==> src/inc/usbief_map.vh <==
// Register offsets, field positions and reset values of the USB interrupt enable/force block
`ifndef USBIEF_MAP_VH
`define USBIEF_MAP_VH
`define USBIEF_OFF_RAW 12'h08c
`define USBIEF_OFF_ENABLE 12'h090
`define USBIEF_OFF_FORCE 12'h094
`define USBIEF_OFF_MASKED 12'h098
`define USBIEF_OFF_ENG_STATUS 12'h050
`define USBIEF_OFF_FRAME_RD 12'h054
`define USBIEF_OFF_HALT_FLAGS 12'h058
`define USBIEF_OFF_ABORT_FLAGS 12'h05c
`define USBIEF_OFF_BUF_FLAGS 12'h060
`define USBIEF_OFF_ROLE 12'h040
`define USBIEF_SRC_W 20
`define USBIEF_SRC_RESET 20'h00000
`define USBIEF_BIT_HALT 19
`define USBIEF_BIT_ABORT 18
`define USBIEF_BIT_DEVICE_FRAME_START_SEEN 17
`define USBIEF_BIT_SETUP 16
`define USBIEF_BIT_DEV_WAKE 15
`define USBIEF_BIT_SLEEP 14
`define USBIEF_BIT_ATTACH 13
`define USBIEF_BIT_BUS_RESET 12
`define USBIEF_BIT_DATA_SEQ 5
`define USBIEF_BIT_BUF 4
`define USBIEF_BIT_XFER 3
`define USBIEF_BIT_HOST_SOF 2
`define USBIEF_BIT_HOST_WAKE 1
`define USBIEF_BIT_DOWN_ATTACH 0
`define USBIEF_ES_SPEED_LO 0
`define USBIEF_ES_SPEED_HI 1
`define USBIEF_ES_SLEEP 4
`define USBIEF_ES_ATTACH 16
`define USBIEF_ES_XFER 18
`define USBIEF_ES_WAKE 11
`define USBIEF_ES_ERR_LO 23
`define USBIEF_ES_W 32
`endif

==> src/hw/usbief_sticky.v <==
// Bank of sticky flags: set by hardware events, cleared by per-bit strobes
`timescale 1ns/1ps
`default_nettype none
module usbief_sticky #(
    parameter WIDTH = 8
) (
    input wire clk_in, // System clock
    input wire rst_in, // Synchronous reset, active high
    input wire [WIDTH-1:0] set_in, // One-cycle set events
    input wire [WIDTH-1:0] clear_in, // One-cycle clear strobes
    output reg [WIDTH-1:0] flag_out // Held flags
);
    // Set wins over a clear in the same cycle
    always @(posedge clk_in) begin
        if (rst_in) begin
            flag_out <= {WIDTH{1'b0}};
        end else begin
            flag_out <= (flag_out & ~clear_in) | set_in;
        end
    end
endmodule // usbief_sticky
`default_nettype wire

==> src/hw/usbief_sync.v <==
// Two-stage synchroniser for a bus of pin-level inputs
`timescale 1ns/1ps
`default_nettype none
module usbief_sync #(
    parameter WIDTH = 1
) (
    input wire clk_in, // System clock
    input wire rst_in, // Synchronous reset, active high
    input wire [WIDTH-1:0] async_in, // Inputs from another domain
    output reg [WIDTH-1:0] sync_out // Synchronised copy
);
    reg [WIDTH-1:0] stage_one;
    // First stage feeds only the second
    always @(posedge clk_in) begin
        if (rst_in) begin
            stage_one <= {WIDTH{1'b0}};
            sync_out <= {WIDTH{1'b0}};
        end else begin
            stage_one <= async_in;
            sync_out <= stage_one;
        end
    end
endmodule // usbief_sync
`default_nettype wire

==> src/hw/usbief_top.v <==
// USB interrupt enable/force block with raw, masked and engine status registers on APB
`timescale 1ns/1ps
`default_nettype none
`include "usbief_map.vh"
module usbief_top #(
    parameter NUM_EP = 32, // Endpoint flag bits per summary register
    parameter FRAME_W = 11 // Frame number width
) (
    input wire clk_in, // System clock, 100 MHz
    input wire rst_in, // Synchronous reset, active high
    input wire psel_in, // APB select
    input wire penable_in, // APB enable
    input wire pwrite_in, // APB direction
    input wire [11:0] paddr_in, // APB byte address
    input wire [31:0] pwdata_in, // APB write data
    output reg [31:0] prdata_out, // APB read data
    output reg pready_out, // APB ready
    output reg pslverr_out, // APB error on unmapped address
    input wire frame_seen_in, // Pulse: frame start received (device role)
    input wire frame_sent_in, // Pulse: frame start sent (host role)
    input wire [FRAME_W-1:0] frame_num_in, // Current frame number
    input wire wake_in, // Level: resume signalling seen
    input wire sleep_in, // Level: device suspended
    input wire attach_in, // Level: device connected
    input wire [1:0] speed_in, // Level: attached device speed (host role)
    input wire xfer_done_in, // Pulse: transfer finished
    input wire [8:0] err_in, // Pulses: setup, bus reset, supply, stall, crc, stuff, ovf, tmo, seq
    input wire [NUM_EP-1:0] halt_set_in, // Pulses: per-endpoint halt/refuse events
    input wire [NUM_EP-1:0] abort_set_in, // Pulses: per-endpoint abort done
    input wire [NUM_EP-1:0] buf_set_in, // Pulses: per-endpoint buffer done
    output reg irq_out // Level interrupt to the processor
);
    wire [NUM_EP-1:0] halt_flags;
    wire [NUM_EP-1:0] abort_flags;
    wire [NUM_EP-1:0] buf_flags;
    wire [2:0] lvl_sync;
    wire [1:0] speed_sync;
    wire [8:0] err_flags;
    wire [4:0] evt_flags;
    reg host_role;
    reg [`USBIEF_SRC_W-1:0] enable_mask;
    reg [`USBIEF_SRC_W-1:0] force_set;
    reg [2:0] lvl_prev;
    reg [1:0] speed_prev;
    reg [FRAME_W-1:0] frame_num;
    reg device_frame_start_seen;
    reg host_sof;
    reg [`USBIEF_SRC_W-1:0] raw_view;
    reg [`USBIEF_SRC_W-1:0] masked_view;
    reg [31:0] next_rdata;
    reg next_err;

    // True when an APB access is in its access phase
    wire acc = psel_in & penable_in & ~pready_out;
    wire wr = acc & pwrite_in;
    wire rd = acc & ~pwrite_in;

    // Write strobe per register; returns per-bit write-one clear mask
    function [31:0] w1c;
        input hit;
        input [31:0] data;
        begin
            w1c = hit ? data : 32'h00000000;
        end
    endfunction

    wire hit_es = (paddr_in == `USBIEF_OFF_ENG_STATUS);
    wire [31:0] es_clr = w1c(wr & hit_es, pwdata_in);
    wire [31:0] raw_clr = w1c(wr & (paddr_in == `USBIEF_OFF_RAW), pwdata_in);
    wire frame_rd = rd & (paddr_in == `USBIEF_OFF_FRAME_RD);

    // Pin-level inputs: wake, sleep, attach, speed
    usbief_sync #(.WIDTH(3)) u_lvl_sync (
        .clk_in(clk_in),
        .rst_in(rst_in),
        .async_in({wake_in, sleep_in, attach_in}),
        .sync_out(lvl_sync)
    );
    usbief_sync #(.WIDTH(2)) u_spd_sync (
        .clk_in(clk_in),
        .rst_in(rst_in),
        .async_in(speed_in),
        .sync_out(speed_sync)
    );

    // Edge history for the level sources
    always @(posedge clk_in) begin
        if (rst_in) begin
            lvl_prev <= 3'h0;
            speed_prev <= 2'h0;
        end else begin
            lvl_prev <= lvl_sync;
            speed_prev <= speed_sync;
        end
    end

    // Per-endpoint flag banks, write one to clear
    usbief_sticky #(.WIDTH(NUM_EP)) u_halt (
        .clk_in(clk_in),
        .rst_in(rst_in),
        .set_in(halt_set_in),
        .clear_in(w1c(wr & (paddr_in == `USBIEF_OFF_HALT_FLAGS), pwdata_in)),
        .flag_out(halt_flags)
    );
    usbief_sticky #(.WIDTH(NUM_EP)) u_abort (
        .clk_in(clk_in),
        .rst_in(rst_in),
        .set_in(abort_set_in),
        .clear_in(w1c(wr & (paddr_in == `USBIEF_OFF_ABORT_FLAGS), pwdata_in)),
        .flag_out(abort_flags)
    );
    usbief_sticky #(.WIDTH(NUM_EP)) u_buf (
        .clk_in(clk_in),
        .rst_in(rst_in),
        .set_in(buf_set_in),
        .clear_in(w1c(wr & (paddr_in == `USBIEF_OFF_BUF_FLAGS), pwdata_in)),
        .flag_out(buf_flags)
    );

    // Engine status error flags, cleared by writing ones at the engine status bits
    usbief_sticky #(.WIDTH(9)) u_err (
        .clk_in(clk_in),
        .rst_in(rst_in),
        .set_in(err_in),
        .clear_in(es_clr[`USBIEF_ES_ERR_LO+8:`USBIEF_ES_ERR_LO]),
        .flag_out(err_flags)
    );

    // Event flags: xfer(3) host wake(2) dev wake(1) sleep chg(0)... attach chg(4)
    usbief_sticky #(.WIDTH(5)) u_evt (
        .clk_in(clk_in),
        .rst_in(rst_in),
        .set_in({
            lvl_sync[0] ^ lvl_prev[0],
            xfer_done_in,
            lvl_sync[2] & ~lvl_prev[2] & host_role,
            lvl_sync[2] & ~lvl_prev[2] & ~host_role,
            lvl_sync[1] ^ lvl_prev[1]
        }),
        .clear_in({
            es_clr[`USBIEF_ES_ATTACH],
            raw_clr[`USBIEF_BIT_XFER],
            es_clr[`USBIEF_ES_WAKE],
            es_clr[`USBIEF_ES_WAKE],
            es_clr[`USBIEF_ES_SLEEP]
        }),
        .flag_out(evt_flags)
    );

    // Host downstream attach change on speed field change
    reg down_attach;
    always @(posedge clk_in) begin
        if (rst_in) begin
            down_attach <= 1'b0;
        end else if (host_role & (speed_sync != speed_prev)) begin
            down_attach <= 1'b1;
        end else if (|es_clr[`USBIEF_ES_SPEED_HI:`USBIEF_ES_SPEED_LO]) begin
            down_attach <= 1'b0;
        end
    end

    // Frame start flags, cleared by reading the frame-number register
    always @(posedge clk_in) begin
        if (rst_in) begin
            device_frame_start_seen <= 1'b0;
            host_sof <= 1'b0;
            frame_num <= {FRAME_W{1'b0}};
        end else begin
            frame_num <= frame_num_in;
            if (frame_seen_in & ~host_role) begin
                device_frame_start_seen <= 1'b1;
            end else if (frame_rd) begin
                device_frame_start_seen <= 1'b0;
            end
            if (frame_sent_in & host_role) begin
                host_sof <= 1'b1;
            end else if (frame_rd) begin
                host_sof <= 1'b0;
            end
        end
    end

    // Raw interrupt view assembly
    always @* begin
        raw_view = `USBIEF_SRC_RESET;
        raw_view[`USBIEF_BIT_HALT] = |halt_flags;
        raw_view[`USBIEF_BIT_ABORT] = |abort_flags;
        raw_view[`USBIEF_BIT_DEVICE_FRAME_START_SEEN] = device_frame_start_seen;
        raw_view[`USBIEF_BIT_SETUP] = err_flags[8];
        raw_view[`USBIEF_BIT_DEV_WAKE] = evt_flags[1];
        raw_view[`USBIEF_BIT_SLEEP] = evt_flags[0];
        raw_view[`USBIEF_BIT_ATTACH] = evt_flags[4];
        raw_view[`USBIEF_BIT_BUS_RESET:`USBIEF_BIT_DATA_SEQ] = err_flags[7:0];
        raw_view[`USBIEF_BIT_BUF] = |buf_flags;
        raw_view[`USBIEF_BIT_XFER] = evt_flags[3];
        raw_view[`USBIEF_BIT_HOST_SOF] = host_sof;
        raw_view[`USBIEF_BIT_HOST_WAKE] = evt_flags[2];
        raw_view[`USBIEF_BIT_DOWN_ATTACH] = down_attach;
        masked_view = (raw_view | force_set) & enable_mask;
    end

    // Read mux with decode of mapped addresses
    always @* begin
        next_rdata = 32'h00000000;
        next_err = 1'b0;
        if (paddr_in == `USBIEF_OFF_RAW) begin
            next_rdata[`USBIEF_SRC_W-1:0] = raw_view;
        end else if (paddr_in == `USBIEF_OFF_ENABLE) begin
            next_rdata[`USBIEF_SRC_W-1:0] = enable_mask;
        end else if (paddr_in == `USBIEF_OFF_FORCE) begin
            next_rdata[`USBIEF_SRC_W-1:0] = force_set;
        end else if (paddr_in == `USBIEF_OFF_MASKED) begin
            next_rdata[`USBIEF_SRC_W-1:0] = masked_view;
        end else if (hit_es) begin
            next_rdata[`USBIEF_ES_SPEED_HI:`USBIEF_ES_SPEED_LO] = speed_sync;
            next_rdata[`USBIEF_ES_SLEEP] = lvl_sync[1];
            next_rdata[`USBIEF_ES_WAKE] = evt_flags[1] | evt_flags[2];
            next_rdata[`USBIEF_ES_ATTACH] = lvl_sync[0];
            next_rdata[`USBIEF_ES_XFER] = evt_flags[3];
            next_rdata[`USBIEF_ES_ERR_LO+8:`USBIEF_ES_ERR_LO] = err_flags;
        end else if (paddr_in == `USBIEF_OFF_FRAME_RD) begin
            next_rdata[FRAME_W-1:0] = frame_num;
        end else if (paddr_in == `USBIEF_OFF_HALT_FLAGS) begin
            next_rdata[NUM_EP-1:0] = halt_flags;
        end else if (paddr_in == `USBIEF_OFF_ABORT_FLAGS) begin
            next_rdata[NUM_EP-1:0] = abort_flags;
        end else if (paddr_in == `USBIEF_OFF_BUF_FLAGS) begin
            next_rdata[NUM_EP-1:0] = buf_flags;
        end else if (paddr_in == `USBIEF_OFF_ROLE) begin
            next_rdata[0] = host_role;
        end else begin
            next_err = 1'b1;
        end
    end

    // APB slave: one wait state, writes to control registers
    always @(posedge clk_in) begin
        if (rst_in) begin
            pready_out <= 1'b0;
            pslverr_out <= 1'b0;
            prdata_out <= 32'h00000000;
            enable_mask <= `USBIEF_SRC_RESET;
            force_set <= `USBIEF_SRC_RESET;
            host_role <= 1'b0;
        end else begin
            pready_out <= acc;
            pslverr_out <= acc & next_err;
            prdata_out <= rd ? next_rdata : 32'h00000000;
            if (wr & (paddr_in == `USBIEF_OFF_ENABLE)) begin
                enable_mask <= pwdata_in[`USBIEF_SRC_W-1:0];
            end
            if (wr & (paddr_in == `USBIEF_OFF_FORCE)) begin
                force_set <= pwdata_in[`USBIEF_SRC_W-1:0];
            end
            if (wr & (paddr_in == `USBIEF_OFF_ROLE)) begin
                host_role <= pwdata_in[0];
            end
        end
    end

    // Interrupt line from masked view
    always @(posedge clk_in) begin
        if (rst_in) begin
            irq_out <= 1'b0;
        end else begin
            irq_out <= |masked_view;
        end
    end
endmodule // usbief_top
`default_nettype wire

==> config.mk <==
export PLATFORM = sky130hd
export DESIGN_NAME = usbief_top
export DESIGN_NICKNAME = d
export VERILOG_FILES = /design/src/hw/usbief_sticky.v /design/src/hw/usbief_sync.v /design/src/hw/usbief_top.v
export VERILOG_INCLUDE_DIRS = /design/src /design/src/inc
export SDC_FILE = /design/constraint.sdc
export NUM_CORES = 1
export LEC_CHECK = 0
export BUFFER_PORTS_ARGS = -buffer_cell sky130_fd_sc_hd__buf_4
export CAP_MARGIN = 20
export CORE_MARGIN = 2
export CORE_UTILIZATION = 45
export DETAILED_ROUTE_END_ITERATION = 12
export PLACE_DENSITY_LB_ADDON = 0.25
export SLEW_MARGIN = 10
export SYNTH_ARGS = -nofsm -noshare
export SYNTH_HDL_FRONTEND = slang
export SYNTH_SLANG_ARGS = --single-unit
==> constraint.sdc <==
create_clock -name clk_in -period 2.4 [get_ports clk_in]
set_input_delay 0.12 -clock clk_in [delete_from_list [all_inputs] [get_ports clk_in]]
set_output_delay 0.12 -clock clk_in [all_outputs]
set_load 0.02 [all_outputs]
# Yosys cells after proc, flatten, opt, wreduce, memory -nomap -nowiden
# Index checks and enable logic that the tools add are counted.
[op_classes]
n_mux = 42
n_bitwise = 45
n_eq_ne = 11
reduce_logical = 11
[op_table]
columns = ["op", "n"]
rows = [
  ["32-bit 2-to-1 mux", 6],
  ["32-bit AND", 3],
  ["32-bit NOT", 3],
  ["32-bit OR", 3],
  ["32-bit OR reduction", 3],
  ["20-bit 2-to-1 mux", 4],
  ["12-bit by 7-bit == test with 1-bit output, second input constant", 6],
  ["12-bit by 8-bit == test with 1-bit output, second input constant", 4],
  ["31-bit 2-to-1 mux", 1],
  ["1-bit 2-to-1 mux", 23],
  ["21-bit 2-to-1 mux", 1],
  ["1-bit AND", 20],
  ["20-bit AND", 1],
  ["20-bit OR", 1],
  ["20-bit OR reduction", 1],
  ["11-bit 2-to-1 mux", 1],
  ["9-bit AND", 1],
  ["9-bit 2-to-1 mux", 1],
  ["9-bit NOT", 1],
  ["9-bit OR", 1],
  ["4-bit 2-to-1 mux", 2],
  ["8-bit OR reduction", 1],
  ["6-bit 2-to-1 mux", 1],
  ["2-bit nonzero test", 3],
  ["other kinds (10)", 17],
]
[totals]
reg_bits = 215

# Depth between registers and ports, before layout
[depth]
depth_word = 12
depth_mapped = 9

# By module
# Synthesis repeated with hierarchy kept, for this count alone.
[unflattened]
hier_cells = 1248
hier_area_um2 = 10337.4
[modules_own_cells]
columns = ["module", "instances", "cells_per_inst", "area_each_um2", "seq_area_each_um2"]
rows = [
  ["usbief_top", 1, 778, 6007.0, 1901.8],
  ["usbief_sticky (u_abort ...)", 3, 131, 1154.9, 640.6],
  ["usbief_sticky (u_err)", 1, 37, 427.9, 180.2],
  ["usbief_sticky (u_evt)", 1, 20, 175.2, 100.1],
  ["usbief_sync (u_lvl_sync)", 1, 12, 157.7, 120.1],
  ["usbief_sync (u_spd_sync)", 1, 8, 105.1, 80.1],
]

# Worst setup path after synthesis
# OpenSTA, ideal clock, no wires.
[synth_timing]
path_type = "input to register"
from = "input paddr_in[9]"
to = "register prdata_out[14]"
arrival_ps = 1591
path_slack_ps = 677
t_required_ps = 2269
cell_stages = 8
path_buffers = 2
cell_sequence = "nor4_4 -> and4_1 -> buf_2 -> buf_2 -> nand2_2 -> nor2_1 -> a2bb2oi_1 -> o22ai_1"
[synth_via]
elab_chain_cells = 10
word_cells_on_any_way = 18
[synth_rtl]
columns = ["item", "line", "source"]
rows = [
  ["start, declared", "usbief_top.v:14", "input wire [11:0] paddr_in,"],
  ["12-bit by 7-bit == test with 1-bit output (no line)", "n/a", ""],
  ["31-bit 2-to-1 mux", "usbief_top.v:227", "end else if (paddr_in == `USBIEF_OFF_BUF_FLAGS) begin"],
  ["32-bit 2-to-1 mux", "usbief_top.v:225", "end else if (paddr_in == `USBIEF_OFF_ABORT_FLAGS) begin"],
  ["32-bit 2-to-1 mux", "usbief_top.v:223", "end else if (paddr_in == `USBIEF_OFF_HALT_FLAGS) begin"],
  ["21-bit 2-to-1 mux", "usbief_top.v:221", "end else if (paddr_in == `USBIEF_OFF_FRAME_RD) begin"],
  ["4-bit 2-to-1 mux", "usbief_top.v:214", "end else if (hit_es) begin"],
  ["20-bit 2-to-1 mux", "usbief_top.v:212", "end else if (paddr_in == `USBIEF_OFF_MASKED) begin"],
  ["20-bit 2-to-1 mux", "usbief_top.v:210", "end else if (paddr_in == `USBIEF_OFF_FORCE) begin"],
  ["20-bit 2-to-1 mux", "usbief_top.v:208", "end else if (paddr_in == `USBIEF_OFF_ENABLE) begin"],
  ["20-bit 2-to-1 mux (*)", "usbief_top.v:206", "if (paddr_in == `USBIEF_OFF_RAW) begin"],
  ["end signal, assigned", "usbief_top.v:248", "prdata_out <= rd ? next_rdata : 32'h00000000;"],
  ["end, declared", "usbief_top.v:16", "output reg [31:0] prdata_out,"],
]
# Every way passes the cells marked *; elsewhere a longest branch is shown, timed or not.
# A chain may end at the register's enable or synchronous reset.

# Final worst setup path
[layout_timing]
from = "register pready_out"
to = "register u_buf.flag_out[3]"
[layout_via]
elab_chain_cells = 8
[layout_rtl]
columns = ["item", "line", "source"]
rows = [
  ["start, declared", "usbief_top.v:17", "output reg pready_out,"],
  ["start signal, assigned", "usbief_top.v:239", "pready_out <= 1'b0;"],
  ["start signal, assigned", "usbief_top.v:246", "pready_out <= acc;"],
  ["1-bit NOT", "usbief_top.v:54", "wire acc = psel_in & penable_in & ~pready_out;"],
  ["1-bit AND", "usbief_top.v:54", ""],
  ["1-bit AND", "usbief_top.v:55", "wire wr = acc & pwrite_in;"],
  ["1-bit AND", "usbief_top.v:116", ".clear_in(w1c(wr & (paddr_in == `USBIEF_OFF_BUF_FLAGS), pwdata_in)),"],
  ["32-bit 2-to-1 mux", "usbief_top.v:63", "w1c = hit ? data : 32'h00000000;"],
  ["32-bit NOT", "usbief_sticky.v:18", "flag_out <= (flag_out & ~clear_in) | set_in;"],
  ["32-bit AND", "usbief_sticky.v:18", ""],
  ["32-bit OR", "usbief_sticky.v:18", ""],
  ["end signal, assigned", "usbief_sticky.v:16", "flag_out <= {WIDTH{1'b0}};"],
  ["end signal, assigned", "usbief_sticky.v:18", ""],
  ["end, declared", "usbief_sticky.v:11", "output reg [WIDTH-1:0] flag_out"],
]
# Every way passes these cells.

==> impl_metrics.py <==
metrics = {
    "global_routing": {
        "grt_pass1_vias": 11234,
        "top_usage_layer": "met2",
        "antenna_found_initial": 0,
        "use_met1": 0.452,
        "grt_overflow": 0,
        "grtUsageTotal": 0.370,
        "grt_start_max_net_pins": 182,
        "grt_util_met3": 0.0714,
        "grt_pass1_wl_um": 62400,
        "grt_use_met2": 0.631,
    },
    "worst_setup_path": {
        "worst-path-buf-inv": 3,
        "path_max_fanout": 13,
        "crit_start": "pready_out$_SDFF_PP0_",
        "cp_slowest_cell": "dlygate4sd3_1",
        "crit-reg2reg-launch": "pready_out$_SDFF_PP0_",
        "cp.required_ps": 2780,
        "critPathArrivalTime_ps": 2720,
        "cp-end-kind": "flip-flop",
        "critPathLaunchType": "flip-flop",
        "worstPathCellList": "nand4b_1, buf_4, nor3_4, buf_4, nand2_1, a21oi_1, dlygate4sd3_1, nor2_1",
        "crit_top_cell": "buf_4",
        "slowest_delay_ps": 580,
        "criticalPathCategory": "flip-flop to flip-flop",
        "cp_top_family": "buffers and inverters",
    },
    "routing": {
        "vias_per_cell": 5.84,
        "routed_wl_um": 41100,
        "vias": 11167,
        "first_pass_iters": 8,
        "wire_per_inst_um": 21.5,
        "ant_nets": 0,
        "route.detailed.drc": 0,
        "drt_iter0_drc": 1263,
    },
    "logic_synthesis": {
        "synth_fp_nets": 1333,
        "synth.cell_area_um2": 9180,
        "synth_edf_count": 0,
        "ys_types": 59,
        "ys_async_sr_fraction": 0,
        "ys_dominant_reg_cell": "dfxtp_1",
        "syn_area_per_cell_um2": 7.92,
        "ys_ff_latch": 215,
        "synth_common_cells": "dfxtp_1, nand2_1, a21oi_1",
        "ys_top_cells_by_area": "dfxtp_1, a21oi_1, nand2_1",
        "synth_top_area_frac": 0.469,
        "synth_seq_area_share": 0.469,
        "synth_most_common_cell": "dfxtp_1",
        "synth_top_area_cell": "dfxtp_1",
        "synth_cells": 1160,
        "yosys_warnings": 0,
    },
    "floorplanning": {
        "start_util": 0.457,
        "io_pins": 208,
        "die_y_um": 147,
        "die_w_um": 147,
        "core-area_um2": 20100,
        "fp-row-count": 52,
        "die_area_um2": 21600,
    },
    "worst_hold_path": {
        "hp-class": "input port to flip-flop",
        "hp-start": "pwrite_in",
    },
    "timing": {
        "tns_ps": 0,
        "whs_ps": 50.3,
        "tightestPinTransition_ps": 810,
        "fmax_ghz": 0.426,
        "setup_slack_ps": 53.0,
        "fin_crit_sh": 0.978,
        "slew_violations": 0,
        "hold_viol_final": 0,
        "finalCriticalPeriod_ps": 2350,
        "slew_headroom": 0.460,
        "setup_viol": 0,
        "clock_skew_ps": 15.8,
    },
    "pwr": {
        "p_leak_nw": 5.78,
        "vdd_drop_max_uv": 407,
        "p_per_area_nw_per_um2": 604,
        "p_total_mw": 8.80,
    },
    "cts": {
        "cts_setup_buffers": 0,
        "clk_latency_ps": 520,
        "ctsRootBufferMaster": "clkbuf_16",
        "cts.sinks": 215,
        "clkTransAtPathRegs_ps": 60,
        "cts_buffers": 23,
        "clockBufferDepth": 3,
        "cts_tree": "yes",
        "h-tree-depth": 1,
    },
    "finish": {
        "layout-drive-gt1-share": 0.202,
        "syn_to_final_growth_pct": 58.7,
        "nets": 1801,
        "fin_util": 0.725,
        "diodes": 0,
        "finalInstanceArea_um2": 14600,
        "final_cells": 1913,
    },
    "placement": {
        "gp_congestion": 1.02,
        "io_buffers": 207,
        "placed_cell_area_um2": 11300,
        "dp.cells": 1623,
        "dp_worst_setup_slack_ps": 334,
        "dp_hpwl_um": 25200,
    },
    "status": {
        "status": "complete, no violations",
    },
    "job": {
        "maxCapViolCount": 0,
    },
}
==> cell usage in the layout (no fill, tap or decap), types with 3 or more instances in the layout <==
cell type      instances
mux2_2                12
nor3b_1                6
a22oi_1               20
dfxtp_1              215
nand3_1               19
clkbuf_1               3
inv_1                  7
nor4_1                24
clkbuf_16             23
a222oi_1               7
nand2b_1               4
o31ai_1                3
mux2i_1                8
a311oi_1               3
a21oi_1              174
nor3_4                 3
dlygate4sd3_1        250
o221ai_1              13
a221oi_1               4
nor2b_1               35
clkinv_2               6
or3_1                  3
bufinv_16              4
nor3_1                13
nand2_1              213
a21boi_0               6
a2bb2oi_1              6
xor2_1                 4
nor2_1               161
and2_1                 3
buf_12                 5
o22ai_1               11
o21ai_0               62
clkbuf_8               3
nand4_1               15
buf_4                255
==> logic make-up after synthesis <==
| logic type | after synthesis | synth area share |
|---|---|---|
| xor gates and xnor gates | 4 | 0.00381 |
| and+or+nand+nor | 522 | 0.262 |
| DFF | 215 | 0.469 |
| buffers and inverters | 75 | 0.0357 |
| muxes | 20 | 0.0234 |
| AOI/OAI and AO/OA | 324 | 0.206 |
==> worst paths after layout <==
| check | to | slack, ps | cells after the start |
|---|---|---|---|
| hold reg to reg | u_spd_sync.sync_out[0]$_SDFF_PP0_ | 430 | 1 |
| setup / recovery | u_buf.flag_out[3]$_SDFF_PP0_ | 50 | 8 |
| hold / removal | device_frame_start_seen$_SDFFE_PP0P_ | 50 | 5 |
| setup reg to reg | u_buf.flag_out[3]$_SDFF_PP0_ | 50 | 8 |
==> sequential cells by signal, summed over array words and instances (netlist names), 3 cells and up <==
register              cells
lvl_prev                  3
u_halt.flag_out          32
force_set                20
prdata_out               32
u_lvl_sync.stage_one      3
u_buf.flag_out           32
u_lvl_sync.sync_out       3
frame_num                11
u_abort.flag_out         32
u_evt.flag_out            5
u_err.flag_out            9
enable_mask              20
==> cell type report <==
type | count | area [um2]
clock buffer | 29 | 628
clock inverter | 11 | 166
fill | 1455 | 5540
inverter | 7 | 26.3
multi-input combinational | 870 | 4580
sequential | 215 | 4300
tap | 270 | 338
timing repair buffer | 511 | 4530
==> report_power, final <==
group / internal, mW / total [mW] / switching, mW
Sequential: 3.72 / 3.89 / 0.165
Combinational: 0.650 / 1.12 / 0.470
Clock: 2.28 / 3.79 / 1.51
==> worst reg2reg max path: stages, from the launching register on <==
cell           delay, ps
dfxtp_1              340
nand4b_1             180
buf_4                210
nor3_4               220
buf_4                290
nand2_1              130
a21oi_1              220
dlygate4sd3_1        580
nor2_1                40
==> what timing repair did <==
item / in CTS / in global routing
resized for setup: 0 / 1
endpoints found under the hold margin: 168 / 0
hold buffers: 250 / 0
setup endpoints to repair: 0 / 2
==> layer usage <==
layer / up-vias / wire length (um)
met5: - / 0
met4: 0 / 2070
met3: 156 / 4220
met2: 737 / 19400
met1: 5264 / 15500
li1: 5010 / -
No activity file was read; power rests on OpenSTA's default activity.
